**src/wdog_pkg.sv**
```systemverilog
package wdog_pkg;

    // register map
    localparam logic [15:0] ADDR_OPTIONS_ONE = 16'h1802;
    localparam logic [15:0] ADDR_OPTIONS_TWO = 16'h1803;
    localparam logic [15:0] ADDR_SERVICE = 16'h1804;
    localparam logic [15:0] ADDR_IRQ_STATUS = 16'h1805;
    localparam logic [15:0] ADDR_IRQ_MASK = 16'h1806;

    // field positions
    localparam int PERIOD_HI = 7;
    localparam int PERIOD_LO = 6;
    localparam int STOP_EN_BIT = 5;
    localparam int SERIAL2_SEL_BIT = 4;
    localparam int I2C_SEL_BIT = 3;
    localparam int CLK_SEL_BIT = 7;
    localparam int WINDOW_EN_BIT = 6;

    // reset values and write masks
    localparam logic [7:0] OPTIONS_ONE_RESET = 8'hC0;
    localparam logic [7:0] OPTIONS_TWO_RESET = 8'h00;
    localparam logic [7:0] OPTIONS_ONE_MASK = 8'hF8;
    localparam logic [7:0] OPTIONS_TWO_MASK = 8'hC0;

    // service sequence, written in order to the service address
    localparam logic [7:0] SERVICE_KEY_A = 8'h55;
    localparam logic [7:0] SERVICE_KEY_B = 8'hAA;

    // timeouts (low-power counts and bus counts) and window openings
    // one bit wider than the counter so the longest bus timeout is exact
    localparam logic [18:0] LP_TIMEOUT_1 = 19'h00020;
    localparam logic [18:0] LP_TIMEOUT_2 = 19'h00100;
    localparam logic [18:0] LP_TIMEOUT_3 = 19'h00400;
    localparam logic [18:0] BUS_TIMEOUT_1 = 19'h02000;
    localparam logic [18:0] BUS_TIMEOUT_2 = 19'h10000;
    localparam logic [18:0] BUS_TIMEOUT_3 = 19'h40000;
    localparam logic [17:0] BUS_WINDOW_1 = 18'h01800;
    localparam logic [17:0] BUS_WINDOW_2 = 18'h0C000;
    localparam logic [17:0] BUS_WINDOW_3 = 18'h30000;

    // low-power clock: 1 kHz against a 100 MHz bus clock
    localparam int CLK_PERIOD_NS = 10;
    localparam int LP_PERIOD_NS = 1000000;
    localparam int LP_DIV_CYCLES = LP_PERIOD_NS / CLK_PERIOD_NS;

    // status bits
    localparam int IRQ_TIMEOUT_BIT = 0;
    localparam int IRQ_EARLY_BIT = 1;
    localparam int IRQ_LATE_WRITE_BIT = 2;

    // decoded watchdog configuration
    typedef struct packed {
        logic enable;
        logic bus_src;
        logic windowed;
        logic [18:0] limit;
        logic [17:0] window;
    } wdog_cfg_t;

endpackage

```
**src/wdog_sysopt.sv**
```systemverilog
`timescale 1ns/1ps
module wdog_sysopt
    import wdog_pkg::*;
#(
    parameter int LP_DIV = LP_DIV_CYCLES
)
(
    // clock and reset
    input wire logic clk_i,
    input wire logic nrst_i,
    // register port
    input wire logic [15:0] addr_i,
    input wire logic [7:0] wdata_i,
    input wire logic wr_i,
    input wire logic rd_i,
    output logic [7:0] rdata_o,
    // core events
    input wire logic stop_req_i,
    // resets and mode
    output logic wdog_reset_o,
    output logic illegal_op_reset_o,
    output logic stop_enter_o,
    // pin routing
    output logic serial2_tx_on_port_e_o,
    output logic i2c_on_port_e_o,
    // interrupt
    output logic irq_o
);

    // elaboration check: the divider needs at least two states
    if (LP_DIV < 2)
    begin
        $error("LP_DIV must be at least 2");
    end

    // ----------------------------------------------------------------
    // registers
    // ----------------------------------------------------------------
    logic [7:0] opt_one_reg;
    logic [7:0] opt_two_reg;
    logic written_reg;
    logic [2:0] irq_status_reg;
    logic [2:0] irq_mask_reg;
    logic key_a_seen_reg;
    logic [17:0] count_reg;
    logic [31:0] lp_div_reg;
    logic service;
    logic timeout_hit;
    logic early;
    logic tick;
    wdog_cfg_t cfg;

    // options register one, write-once
    always_ff @(posedge clk_i)
    begin
        if (!nrst_i)
        begin
            opt_one_reg <= OPTIONS_ONE_RESET;
            written_reg <= 1'b0;
        end
        else if (wr_i && addr_i == ADDR_OPTIONS_ONE && !written_reg)
        begin
            opt_one_reg <= wdata_i & OPTIONS_ONE_MASK;
            written_reg <= 1'b1;
        end
    end

    // options register two: clock select and window enable
    always_ff @(posedge clk_i)
    begin
        if (!nrst_i)
            opt_two_reg <= OPTIONS_TWO_RESET;
        else if (wr_i && addr_i == ADDR_OPTIONS_TWO)
            opt_two_reg <= wdata_i & OPTIONS_TWO_MASK;
    end

    // interrupt mask
    always_ff @(posedge clk_i)
    begin
        if (!nrst_i)
            irq_mask_reg <= 3'h0;
        else if (wr_i && addr_i == ADDR_IRQ_MASK)
            irq_mask_reg <= wdata_i[2:0];
    end

    // ----------------------------------------------------------------
    // watchdog configuration decode
    // ----------------------------------------------------------------
    always_comb
    begin
        cfg.enable = (opt_one_reg[PERIOD_HI:PERIOD_LO] != 2'b00);
        cfg.bus_src = opt_two_reg[CLK_SEL_BIT];
        cfg.windowed = cfg.bus_src && opt_two_reg[WINDOW_EN_BIT];
        cfg.limit = LP_TIMEOUT_1;
        cfg.window = 18'h00000;
        case ({cfg.bus_src, opt_one_reg[PERIOD_HI:PERIOD_LO]})
            3'b001: cfg.limit = LP_TIMEOUT_1;
            3'b010: cfg.limit = LP_TIMEOUT_2;
            3'b011: cfg.limit = LP_TIMEOUT_3;
            3'b101:
            begin
                cfg.limit = BUS_TIMEOUT_1;
                cfg.window = BUS_WINDOW_1;
            end
            3'b110:
            begin
                cfg.limit = BUS_TIMEOUT_2;
                cfg.window = BUS_WINDOW_2;
            end
            3'b111:
            begin
                cfg.limit = BUS_TIMEOUT_3;
                cfg.window = BUS_WINDOW_3;
            end
            default: cfg.limit = LP_TIMEOUT_1;
        endcase
    end

    // ----------------------------------------------------------------
    // low-power 1 kHz time base from a fixed divider
    // ----------------------------------------------------------------
    always_ff @(posedge clk_i)
    begin
        if (!nrst_i)
            lp_div_reg <= 32'h00000000;
        else if (lp_div_reg == 32'(LP_DIV - 1))
            lp_div_reg <= 32'h00000000;
        else
            lp_div_reg <= lp_div_reg + 32'h00000001;
    end

    assign tick = cfg.bus_src ? 1'b1 : (lp_div_reg == 32'(LP_DIV - 1));

    // service key sequence
    always_ff @(posedge clk_i)
    begin
        if (!nrst_i)
            key_a_seen_reg <= 1'b0;
        else if (wr_i && addr_i == ADDR_SERVICE)
            key_a_seen_reg <= (wdata_i == SERVICE_KEY_A);
    end

    assign service = wr_i && addr_i == ADDR_SERVICE && key_a_seen_reg
                     && wdata_i == SERVICE_KEY_B;
    assign early = service && cfg.enable && cfg.windowed && count_reg < cfg.window;
    // a valid service on the last tick restarts instead of resetting
    assign timeout_hit = cfg.enable && tick && !service &&
                         (({1'b0, count_reg} + 19'h00001) >= cfg.limit);

    // watchdog counter
    always_ff @(posedge clk_i)
    begin
        if (!nrst_i)
            count_reg <= 18'h00000;
        else if (!cfg.enable || service || timeout_hit)
            count_reg <= 18'h00000;
        else if (tick)
            count_reg <= count_reg + 18'h00001;
    end

    // reset requests, stop and routing outputs
    always_ff @(posedge clk_i)
    begin
        if (!nrst_i)
        begin
            wdog_reset_o <= 1'b0;
            illegal_op_reset_o <= 1'b0;
            stop_enter_o <= 1'b0;
        end
        else
        begin
            wdog_reset_o <= timeout_hit || early;
            illegal_op_reset_o <= stop_req_i && !opt_one_reg[STOP_EN_BIT];
            stop_enter_o <= stop_req_i && opt_one_reg[STOP_EN_BIT];
        end
    end

    always_ff @(posedge clk_i)
    begin
        if (!nrst_i)
        begin
            serial2_tx_on_port_e_o <= 1'b0;
            i2c_on_port_e_o <= 1'b0;
        end
        else
        begin
            serial2_tx_on_port_e_o <= opt_one_reg[SERIAL2_SEL_BIT];
            i2c_on_port_e_o <= opt_one_reg[I2C_SEL_BIT];
        end
    end

    // ----------------------------------------------------------------
    // interrupts and read data
    // ----------------------------------------------------------------
    logic [2:0] irq_set;
    assign irq_set = {wr_i && addr_i == ADDR_OPTIONS_ONE && written_reg, early, timeout_hit};

    // sticky status, read clears, a new event wins
    always_ff @(posedge clk_i)
    begin
        if (!nrst_i)
            irq_status_reg <= 3'h0;
        else if (rd_i && addr_i == ADDR_IRQ_STATUS)
            irq_status_reg <= irq_set;
        else
            irq_status_reg <= irq_status_reg | irq_set;
    end

    always_ff @(posedge clk_i)
    begin
        if (!nrst_i)
            irq_o <= 1'b0;
        else
            irq_o <= |((irq_status_reg | irq_set) & irq_mask_reg &
                       ~({3{rd_i && addr_i == ADDR_IRQ_STATUS}} & ~irq_set));
    end

    always_ff @(posedge clk_i)
    begin
        if (!nrst_i)
            rdata_o <= 8'h00;
        else if (rd_i)
        begin
            case (addr_i)
                ADDR_OPTIONS_ONE: rdata_o <= opt_one_reg;
                ADDR_OPTIONS_TWO: rdata_o <= opt_two_reg;
                ADDR_IRQ_STATUS: rdata_o <= {5'h00, irq_status_reg};
                ADDR_IRQ_MASK: rdata_o <= {5'h00, irq_mask_reg};
                default: rdata_o <= 8'h00;
            endcase
        end
        else
            rdata_o <= 8'h00;
    end

    // ----------------------------------------------------------------
    // assertions
    // ----------------------------------------------------------------
    property p_write_once;
        @(posedge clk_i) disable iff (!nrst_i)
        (written_reg && wr_i && addr_i == ADDR_OPTIONS_ONE) |=> $stable(opt_one_reg);
    endproperty
    a_write_once: assert property (p_write_once) else $error("late write changed options one");

    property p_first_write;
        @(posedge clk_i) disable iff (!nrst_i)
        (!written_reg && wr_i && addr_i == ADDR_OPTIONS_ONE)
            |=> opt_one_reg == ($past(wdata_i) & OPTIONS_ONE_MASK);
    endproperty
    a_first_write: assert property (p_first_write) else $error("first write not stored");

    property p_disabled;
        @(posedge clk_i) disable iff (!nrst_i)
        (opt_one_reg[PERIOD_HI:PERIOD_LO] == 2'b00) |=> count_reg == 18'h00000 && !timeout_hit;
    endproperty
    a_disabled: assert property (p_disabled) else $error("disabled watchdog counted");

    property p_stop;
        @(posedge clk_i) disable iff (!nrst_i)
        (stop_req_i && !opt_one_reg[STOP_EN_BIT]) |=> illegal_op_reset_o && !stop_enter_o;
    endproperty
    a_stop: assert property (p_stop) else $error("stop without enable not refused");

    property p_timeout;
        @(posedge clk_i) disable iff (!nrst_i)
        timeout_hit |=> wdog_reset_o && count_reg == 18'h00000;
    endproperty
    a_timeout: assert property (p_timeout) else $error("timeout did not reset");

    property p_bus_limit;
        @(posedge clk_i) disable iff (!nrst_i)
        (cfg.enable && cfg.bus_src) |-> {1'b0, count_reg} < cfg.limit;
    endproperty
    a_bus_limit: assert property (p_bus_limit) else $error("count passed limit");

    property p_early;
        @(posedge clk_i) disable iff (!nrst_i)
        early |=> wdog_reset_o;
    endproperty
    a_early: assert property (p_early) else $error("early service not punished");

    property p_service;
        @(posedge clk_i) disable iff (!nrst_i)
        (service && !early) |=> count_reg == 18'h00000 && !wdog_reset_o;
    endproperty
    a_service: assert property (p_service) else $error("service did not restart");

    property p_route;
        @(posedge clk_i) disable iff (!nrst_i)
        ##1 i2c_on_port_e_o == $past(opt_one_reg[I2C_SEL_BIT]);
    endproperty
    a_route: assert property (p_route) else $error("i2c route wrong");

    c_timeout: cover property (@(posedge clk_i) disable iff (!nrst_i) wdog_reset_o);
    c_service: cover property (@(posedge clk_i) disable iff (!nrst_i) service && cfg.enable);
    c_late_write: cover property (@(posedge clk_i) disable iff (!nrst_i) irq_set[IRQ_LATE_WRITE_BIT]);

endmodule
```
**config.mk**
```make
export PLATFORM = sky130hd
export DESIGN_NAME = wdog_sysopt
export DESIGN_NICKNAME = d
export VERILOG_FILES = /design/src/wdog_pkg.sv /design/src/wdog_sysopt.sv
export SDC_FILE = /design/constraint.sdc
export NUM_CORES = 1
export LEC_CHECK = 0
export ABC_AREA = 1
export BUFFER_PORTS_ARGS = -buffer_cell sky130_fd_sc_hd__buf_2
export CAP_MARGIN = 25
export CORE_MARGIN = 5
export CORE_UTILIZATION = 45
export CTS_CLUSTER_DIAMETER = 60
export DETAILED_ROUTE_END_ITERATION = 16
export GPL_TIMING_DRIVEN = 0
export PLACE_DENSITY = 0.66
export SLEW_MARGIN = 15
export SYNTH_ARGS = -nofsm -noshare
export SYNTH_HDL_FRONTEND = slang
export SYNTH_SLANG_ARGS = --single-unit
```
**constraint.sdc**
```tcl
create_clock -name clk_i -period 3.9 [get_ports clk_i]
set_input_delay 0.195 -clock clk_i [delete_from_list [all_inputs] [get_ports clk_i]]
set_output_delay 0.195 -clock clk_i [all_outputs]
set_load 0.01 [all_outputs]
```
==> flow_summary.yaml, run 1 <==
outcome:
  status: "completed"
yosys:
  synth_area_per_cell_um2: 6.83
  syn-instance-count: 635
  synth_edf_count: 0
  ys_ff_latch: 79
  synthTopCellsByArea: "dfxtp_1, nand2_1, inv_1"
  yosys.area.top_type: "dfxtp_1"
  ys.warnings.count: 0
  synth-seq-area-share_pct: 36.5
  synth_nets: 677
  synth_cell_types: 37
  async_reset_ff_share_pct: 0
  ys.flop_type: "dfxtp_1"
  synth_area_um2: 4340
  netlist.area_leader.share_pct: 36.5
finish:
  drive_above_1_share_pct: 13.7
  syn_to_final_growth_pct: 13.1
  nets: 730
  fill_cells: 911
  largest_reg_flops: 32
  antenna_cells: 0
timing:
  finalCriticalPeriod_ns: 3.50
  fin_crit_sh_pct: 89.7
  fin_skew_ns: 0.0162
  setup-violations-final: 0
  rsz0062_at_grt: "false"
  fin_hold_ws_ns: 0.0745
  fmax_mhz: 286
  finalHoldViolCount: 0
  tightestPinTransition_ns: 0.525
  timing.final.ws_setup_ns: 0.401
  final-max-slew-violation-count: 0
  tns_ns: 0
  slew_headroom_pct: 65.0
worst_setup_path:
  r2r_slack_ns: 0.40
  critPathMaxStageDelay_ns: 0.43
  cp_cell_sequence: "ha_1, nand2_1, nor2_2, nand3_1, nor4_1, xor2_1, ha_1, nand3_1, nor2_1, nand3_1, nor2_1, nand2_1, nor2_1, nand2_1, nor2_1, nor2_2, nand3_2, nand2_4, nand2_4, buf_6, a21oi_2"
  reg2regPathDepth: 21
  arrival_ns: 3.75
  startpoint_type: "flop"
  worstReg2RegEnd: "count_reg[16]"
  cp_common_cell: "nor2_1"
  required_ns: 4.15
  cp_max_fo: 10
  crit_slowest_cell: "dfxtp_1"
  worstReg2RegStart: "count_reg[0]"
  crit_type: "reg -> reg"
  endpoint_kind: "flop"
grt:
  grt_pass1_wl_mm: 17.9
  antenna_found_initial: 0
  grt_pass1_vias: 3971
  gr-total-overflow: 0
  grt_max_degree: 18
  grt_usage_pct: 18.6
die:
  die_h_um: 108
  design.core.area_um2: 9330
  start_util_pct: 46.5
  dieArea_um2: 11700
  die_w_um: 108
  ios: 43
  placementRows: 35
hold_path:
  hp-start: "stop_req_i"
  hold_class: "in -> reg"
  holdPathStages: 3
  hold_end: "stop_enter_o"
clock_network:
  cts_max_level: 3
  clkSinkCount: 79
  clock_path_buffers: 2
  post_cts_buffers: 0
  root_buffer: "clkbuf_8"
  cts_tree: "done"
  cts_resized: 0
  clkTransAtPathRegs_ns: 0.09
  cts_hold_buf: 0
  clock_latency_ns: 0.36
  cts_made_buffers: 9
placed_design:
  gp_congestion: 0.900
  dp_slack_ns: 0.461
  dp_hpwl_mm: 7.94
  io_buffers: 42
routing:
  routed_wl_mm: 10.2
  wl_per_cell_um: 12.4
  dr.pass1.iters: 5
  vias_per_cell: 5.08
  num_vias: 4177
  drtAntennaViolNets: 0
  drt_iter0_markers: 264
  drc: 0
pwr:
  max-vdd-ir-drop_mv: 0.162
  p_per_area_nw_per_um2: 302
  leakage_nw: 1.94
flow_run:
  max-cap-violations: 0
## how the worst max path moves through the flow
stage,from,to,slack [ns],cells past startpoint
floorplan,count_reg[0],count_reg[10],1.09,21
global placement,count_reg[0],count_reg[13],0.46,21
detailed placement,count_reg[0],count_reg[7],0.46,21
CTS,count_reg[0],count_reg[16],0.42,21
global route,count_reg[0],count_reg[13],0.08,21
finish,count_reg[0],count_reg[16],0.40,21
## cell type report
type	instances	area, µm²	share of cell area (%)
sequential	79	1580	32.2
tap	129	161	3.29
inverter	90	338	6.89
clock inverter	7	72.6	1.48
clock buffer	9	124	2.52
timing repair buffer	42	210	4.28
multi-input combinational	456	2370	48.4
buffer	10	45.0	0.918
## power by group
part | internal, mW | leakage [nW] | total [mW] | switching (mW)
Sequential | 0.809 | 0.637 | 0.811 | 0.00209
Clock | 0.252 | 0.0974 | 0.616 | 0.364
Combinational | 0.0208 | 1.20 | 0.0555 | 0.0346
## through the flow
stage | cells | power [mW] | area, µm² | utilization, %
global placement | 806 | 0.884 | 4710 | 50.5
finish | 822 | 1.48 | 4910 | 52.6
global route | 822 | 1.54 | 4910 | 52.6
floorplan | 635 | 0.859 | 4340 | -
detailed placement | 806 | 0.885 | 4710 | 50.5
CTS | 822 | 1.50 | 4910 | 52.6
## critical path: cells and delay by family, from the launching register on
kind / cells / cell delay (ns)
AOI/OAI and AO/OA: 1 / 0.04
xor gates and xnor gates: 1 / 0.15
adders and majority gates: 2 / 0.59
buffers and inverters: 1 / 0.19
DFF: 1 / 0.43
and+or+nand+nor: 16 / 1.97
## synth_stat cells (5+ instances only)
cell type  instances
nor4_1             8
xor2_1             8
a21oi_2           10
ha_1              13
or2_2              6
nor3b_1            5
inv_1             89
dfxtp_1           79
nor2_1            75
clkbuf_1           9
nand2_1          138
nor3_1            27
a211oi_1           8
nand4_1           24
nand3_1           40
o21ai_0           21
a21oi_1           40
## layer usage
| metal | part of all wire [%] | track usage (%) |
|---|---|---|
| met1 | 50 | 25.0 |
| met4 | 1.2 | 5.77 |
| met5 | 0 | 0 |
| met3 | 5.3 | 4.72 |
| met2 | 43 | 29.5 |
## layout by cell type (no fill, tap or decap), types with 2 or more instances in the layout
cell type / n
nand2_1: 138
inv_1: 89
dfxtp_1: 79
nor2_1: 75
buf_2: 42
nand3_1: 40
a21oi_1: 40
nor3_1: 27
nand4_1: 24
o21ai_0: 21
ha_1: 13
a21oi_2: 10
clkbuf_1: 9
clkbuf_8: 9
xor2_1: 8
nor4_1: 8
a211oi_1: 8
or2_2: 6
nor3b_1: 5
nand2_2: 3
nor2_4: 3
nor2_2: 3
xnor2_1: 3
nand2_4: 3
nand3_2: 3
inv_6: 3
nor3_2: 2
and3_1: 2
o21a_1: 2
inv_8: 2
## kinds of logic after synthesis
family / share of synthesized area (%)
AND/OR/NAND/NOR: 36.4
buffers and inverters: 8.83
AO/OA/AOI/OAI: 12.4
flip-flops: 36.5
adder cells (fa/ha/maj): 3.75
XOR/XNOR: 2.22
(Power assumes the default switching activity.)
==> run 2, diff against run 1 <==
Settings changed: CTS_CLUSTER_DIAMETER 60 to default, MAX_ROUTING_LAYER from default to met4, RECOVER_POWER from default to 25.
==> flow_summary.yaml, run 2 (same netlist as run 1, synthesis figures left out) <==
outcome:
  status: "completed"
timing:
  finalCriticalPeriod_ns: 3.47
  fin_crit_sh_pct: 89.0
  tns_ns: 0
  slew_headroom_pct: 64.5
  rsz0062_at_grt: "false"
  fin_skew_ns: 0.0212
  fmax_mhz: 288
  setup-violations-final: 0
  tightestPinTransition_ns: 0.533
  final-max-slew-violation-count: 0
  finalHoldViolCount: 0
clock_network:
  cts_tree: "done"
  clkTransAtPathRegs_ns: 0.09
  cts_resized: 0
  root_buffer: "clkbuf_8"
  cts_max_level: 3
  clock_latency_ns: 0.37
  post_cts_buffers: 0
  cts_made_buffers: 9
  cts_hold_buf: 0
  clock_path_buffers: 2
  clkSinkCount: 79
die:
  die_w_um: 108
  dieArea_um2: 11700
  placementRows: 35
  die_h_um: 108
  ios: 43
  design.core.area_um2: 9330
  start_util_pct: 46.5
grt:
  antenna_found_initial: 0
  gr-total-overflow: 0
  grt_pass1_wl_mm: 18.0
  grt_pass1_vias: 4055
  grt_max_degree: 18
  grt_usage_pct: 19.4
worst_setup_path:
  endpoint_kind: "flop"
  cp_max_fo: 10
  crit_type: "reg -> reg"
  arrival_ns: 3.72
  startpoint_type: "flop"
  required_ns: 4.15
finish:
  fill_cells: 933
  final_util_pct: 52.4
  syn_to_final_growth_pct: 12.7
  layout_common_cells: "nand2_1, inv_1, dfxtp_1"
  design_area_um2: 4890
  drive_above_1_share_pct: 11.5
  largest_reg_flops: 32
  layout_commonest_cell: "nand2_1"
  antenna_cells: 0
  nets: 730
placed_design:
  dpl_cell_area_um2: 4710
  gp_congestion: 0.918
  dp_hpwl_mm: 8.01
  io_buffers: 42
hold_path:
  hold_class: "in -> reg"
routing:
  drt_iter0_markers: 229
  drc: 0
  vias_per_cell: 5.16
  routed_wl_mm: 10.3
  num_vias: 4238
  wl_per_cell_um: 12.6
  dr.pass1.iters: 5
  drtAntennaViolNets: 0
flow_run:
  max-cap-violations: 0
pwr:
  max-vdd-ir-drop_mv: 0.174
  p_per_area_nw_per_um2: 303
  leakage_nw: 1.87
  power_mw: 1.48
run 2: worst max-delay path: stages (launching register included):
cell,delay (ns)
dfxtp_1,0.43
ha_1,0.23
nand2_1,0.16
nor2_2,0.30
nand3_1,0.15
nor4_1,0.33
xor2_1,0.16
ha_1,0.37
nand3_1,0.10
nor2_1,0.09
nand3_1,0.07
nor2_1,0.10
nand2_1,0.07
nor2_1,0.08
nand2_1,0.05
nor2_1,0.11
nor2_2,0.05
nand3_2,0.08
nand2_4,0.07
nand2_4,0.12
buf_6,0.19
a21oi_2,0.04
run 2: where the power goes:
part,internal (mW),total [mW],leakage [nW],switching [mW]
Clock,0.252,0.616,0.0974,0.364
Sequential,0.809,0.811,0.637,0.00199
Combinational,0.0205,0.0550,1.14,0.0345
Total,1.08,1.48,1.87,0.400
run 2: final timing paths:
kind	startpoint	end	depth (start not counted)	slack (ns)
max	count_reg[0]	count_reg[14]	21	0.43
max reg2reg	count_reg[0]	count_reg[14]	21	0.43
min	wdata_i[6]	opt_one_reg[6]	3	0.09
min reg2reg	opt_one_reg[3]	i2c_on_port_e_o	2	0.44
run 2: cell type report:
cell class                 count  area [µm²]  area share, %
multi-input combinational    456        2370           48.6
timing repair buffer          42         191           3.92
buffer                        10        45.0          0.922
clock buffer                   9         124           2.53
sequential                    79        1580           32.4
inverter                      90         338           6.91
clock inverter                 7        72.6           1.48
tap                          129         161           3.30
run 2: stage by stage:
step	hold slack [ns]	worst slack, ns	cells
final	0.0913	0.428	822
after global routing	0.0880	0.0468	822
after CTS	0.0739	0.457	822
after detailed placement	0.424	0.477	806
after global placement	0.412	0.463	806
after floorplan	0.321	1.09	635
run 2: metal layers:
metal  GRT usage [%]  share of wire, %  wire length [µm]
met2            31.3                45              4600
met3            3.04               4.8               492
met4            6.94               1.5               157
met1            24.6                49              5070
met5               -                 0                 0
==> run 3, diff against run 2 <==
Settings changed: ABC_AREA 1 to default, PLACE_DENSITY 0.66 to 0.67.
==> flow_summary.yaml, run 3 <==
outcome:
  status: "completed"
timing:
  finalHoldViolCount: 0
  slew_headroom_pct: 48.8
  rsz0062_at_grt: "false"
  finalCriticalPeriod_ns: 3.53
  tns_ns: 0
  fin_skew_ns: 0.0109
  setup-violations-final: 0
  fmax_mhz: 284
  final-max-slew-violation-count: 0
  tightestPinTransition_ns: 0.761
  fin_crit_sh_pct: 90.4
die:
  ios: 43
  placementRows: 35
  design.core.area_um2: 9280
  die_w_um: 108
  die_h_um: 108
  dieArea_um2: 11600
  start_util_pct: 46.3
yosys:
  synth_commonest_cells: "dfxtp_1, nor2_1, nand2_1, xor2_1, nand3_1"
  netlist.area_leader.share_pct: 36.8
  ys_ff_latch: 79
  synthTopCellsByArea: "dfxtp_1, xor2_1, nor2_1"
  synth-seq-area-share_pct: 36.8
  yosys.area.top_type: "dfxtp_1"
  synth_edf_count: 0
  async_reset_ff_share_pct: 0
  syn-instance-count: 509
  synth_nets: 551
  ys.warnings.count: 0
  yosysMostFrequentCell: "dfxtp_1"
  synth_area_per_cell_um2: 8.45
  synth_area_um2: 4300
  ys.flop_type: "dfxtp_1"
  synth_cell_types: 56
pwr:
  p_per_area_nw_per_um2: 316
  leakage_nw: 1.81
  max-vdd-ir-drop_mv: 0.181
  power_mw: 1.54
clock_network:
  clock_path_buffers: 2
  post_cts_buffers: 0
  cts_tree: "done"
  clock_latency_ns: 0.35
  cts_hold_buf: 0
  root_buffer: "clkbuf_8"
  cts_made_buffers: 9
  cts_max_level: 3
  clkTransAtPathRegs_ns: 0.09
  clkSinkCount: 79
  cts_resized: 0
worst_setup_path:
  cp_max_fo: 10
  arrival_ns: 3.73
  required_ns: 4.11
  startpoint_type: "flop"
  endpoint_kind: "flop"
  crit_type: "reg -> reg"
grt:
  grt_usage_pct: 17.2
  grt_max_degree: 14
  grt_pass1_wl_mm: 16.0
  grt_pass1_vias: 3533
  gr-total-overflow: 0
  antenna_found_initial: 0
placed_design:
  io_buffers: 39
  dp_hpwl_mm: 7.20
  gp_congestion: 0.923
  dp_cells: 677
finish:
  layout_commonest_cell: "dfxtp_1"
  drive_above_1_share_pct: 11.4
  nets: 601
  largest_reg_flops: 32
  antenna_cells: 0
  layout_common_cells: "dfxtp_1, nor2_1, nand2_1"
  final_util_pct: 52.3
  syn_to_final_growth_pct: 13.0
  stdcell_count: 692
routing:
  drc: 0
  routed_wl_mm: 9.64
  vias_per_cell: 5.41
  num_vias: 3744
  dr.pass1.iters: 4
  drt_iter0_markers: 166
  drtAntennaViolNets: 0
  wl_per_cell_um: 13.9
hold_path:
  hold_class: "in -> reg"
flow_run:
  max-cap-violations: 0
run 3: cell count changes after synthesis, sizes merged, moves of 13 or more:
| cell | change |
|---|---|
| a21oi | -42 |
| and2 | +13 |
| inv | -79 |
| nand2 | -95 |
| nor2 | -17 |
| nor3 | -21 |
| nor4 | +26 |
| o21ai | -16 |
| xnor2 | +20 |
| xor2 | +29 |
run 3: where the power goes:
group | switching [mW] | total, mW | internal [mW] | leakage [nW]
Combinational | 0.0335 | 0.0535 | 0.0200 | 1.06
Clock | 0.295 | 0.671 | 0.376 | 0.112
Sequential | 0.00189 | 0.811 | 0.809 | 0.637
Total | 0.331 | 1.54 | 1.20 | 1.81
run 3: kinds of logic (layout without fill, tap and decap cells):
kind of cell	Yosys count	after routing	share of synthesized area, %
AO/OA/AOI/OAI	43	43	7.62
XOR/XNOR	60	60	12.2
adder cells (fa/ha/maj)	13	13	3.78
buffers and inverters	38	92	3.93
flip-flops	79	79	36.8
multiplexers	9	9	2.09
AND/OR/NAND/NOR	267	267	33.6
run 3: path summary, 6_finish.rpt:
kind / end / cells past startpoint / slack (ns) / startpoint
hold / removal: illegal_op_reset_o / 3 / 0.06 / stop_req_i
setup reg to reg: count_reg[14] / 15 / 0.37 / count_reg[0]
hold reg to reg: illegal_op_reset_o / 1 / 0.45 / opt_one_reg[5]
setup / recovery: count_reg[14] / 15 / 0.37 / count_reg[0]
run 3: routing by layer:
layer / track usage, % / wire length (µm) / up-vias
met2: 27.3 / 4470 / 71
met3: 2.88 / 396 / 12
met5: - / 0 / -
met1: 22.1 / 4640 / 1757
li1: - / - / 1904
met4: 6.58 / 130 / 0
run 3: stage by stage:
| step | setup WS (ns) | hold slack, ns | cell area [µm²] |
|---|---|---|---|
| finish | 0.374 | 0.0646 | 4860 |
| global route | 0.109 | 0.0583 | 4860 |
| CTS | 0.392 | 0.0505 | 4880 |
| detailed placement | 0.425 | 0.435 | 4660 |
| global placement | 0.498 | 0.432 | 4660 |
| floorplan | 0.952 | 0.309 | 4300 |
run 3: area by class of cell:
class / count / area [µm²]
buffer: 27 / 128
inverter: 11 / 41.3
sequential: 79 / 1580
multi-input combinational: 392 / 2550
clock inverter: 5 / 82.6
timing repair buffer: 39 / 178
clock buffer: 10 / 138
tap: 129 / 161
fill: 899 / 4420
run 3: critical path, stage by stage, from the launching register on:
cell       delay (ns)
dfxtp_1          0.41
ha_1             0.20
nand2_1          0.13
nor4_4           0.45
nand3_1          0.15
xnor2_1          0.15
ha_1             0.32
nand2_1          0.09
nor2_1           0.10
o21a_1           0.14
o2111ai_1        0.11
o31ai_1          0.40
o21a_1           0.17
clkbuf_2         0.21
buf_2            0.27
nor4_1           0.09
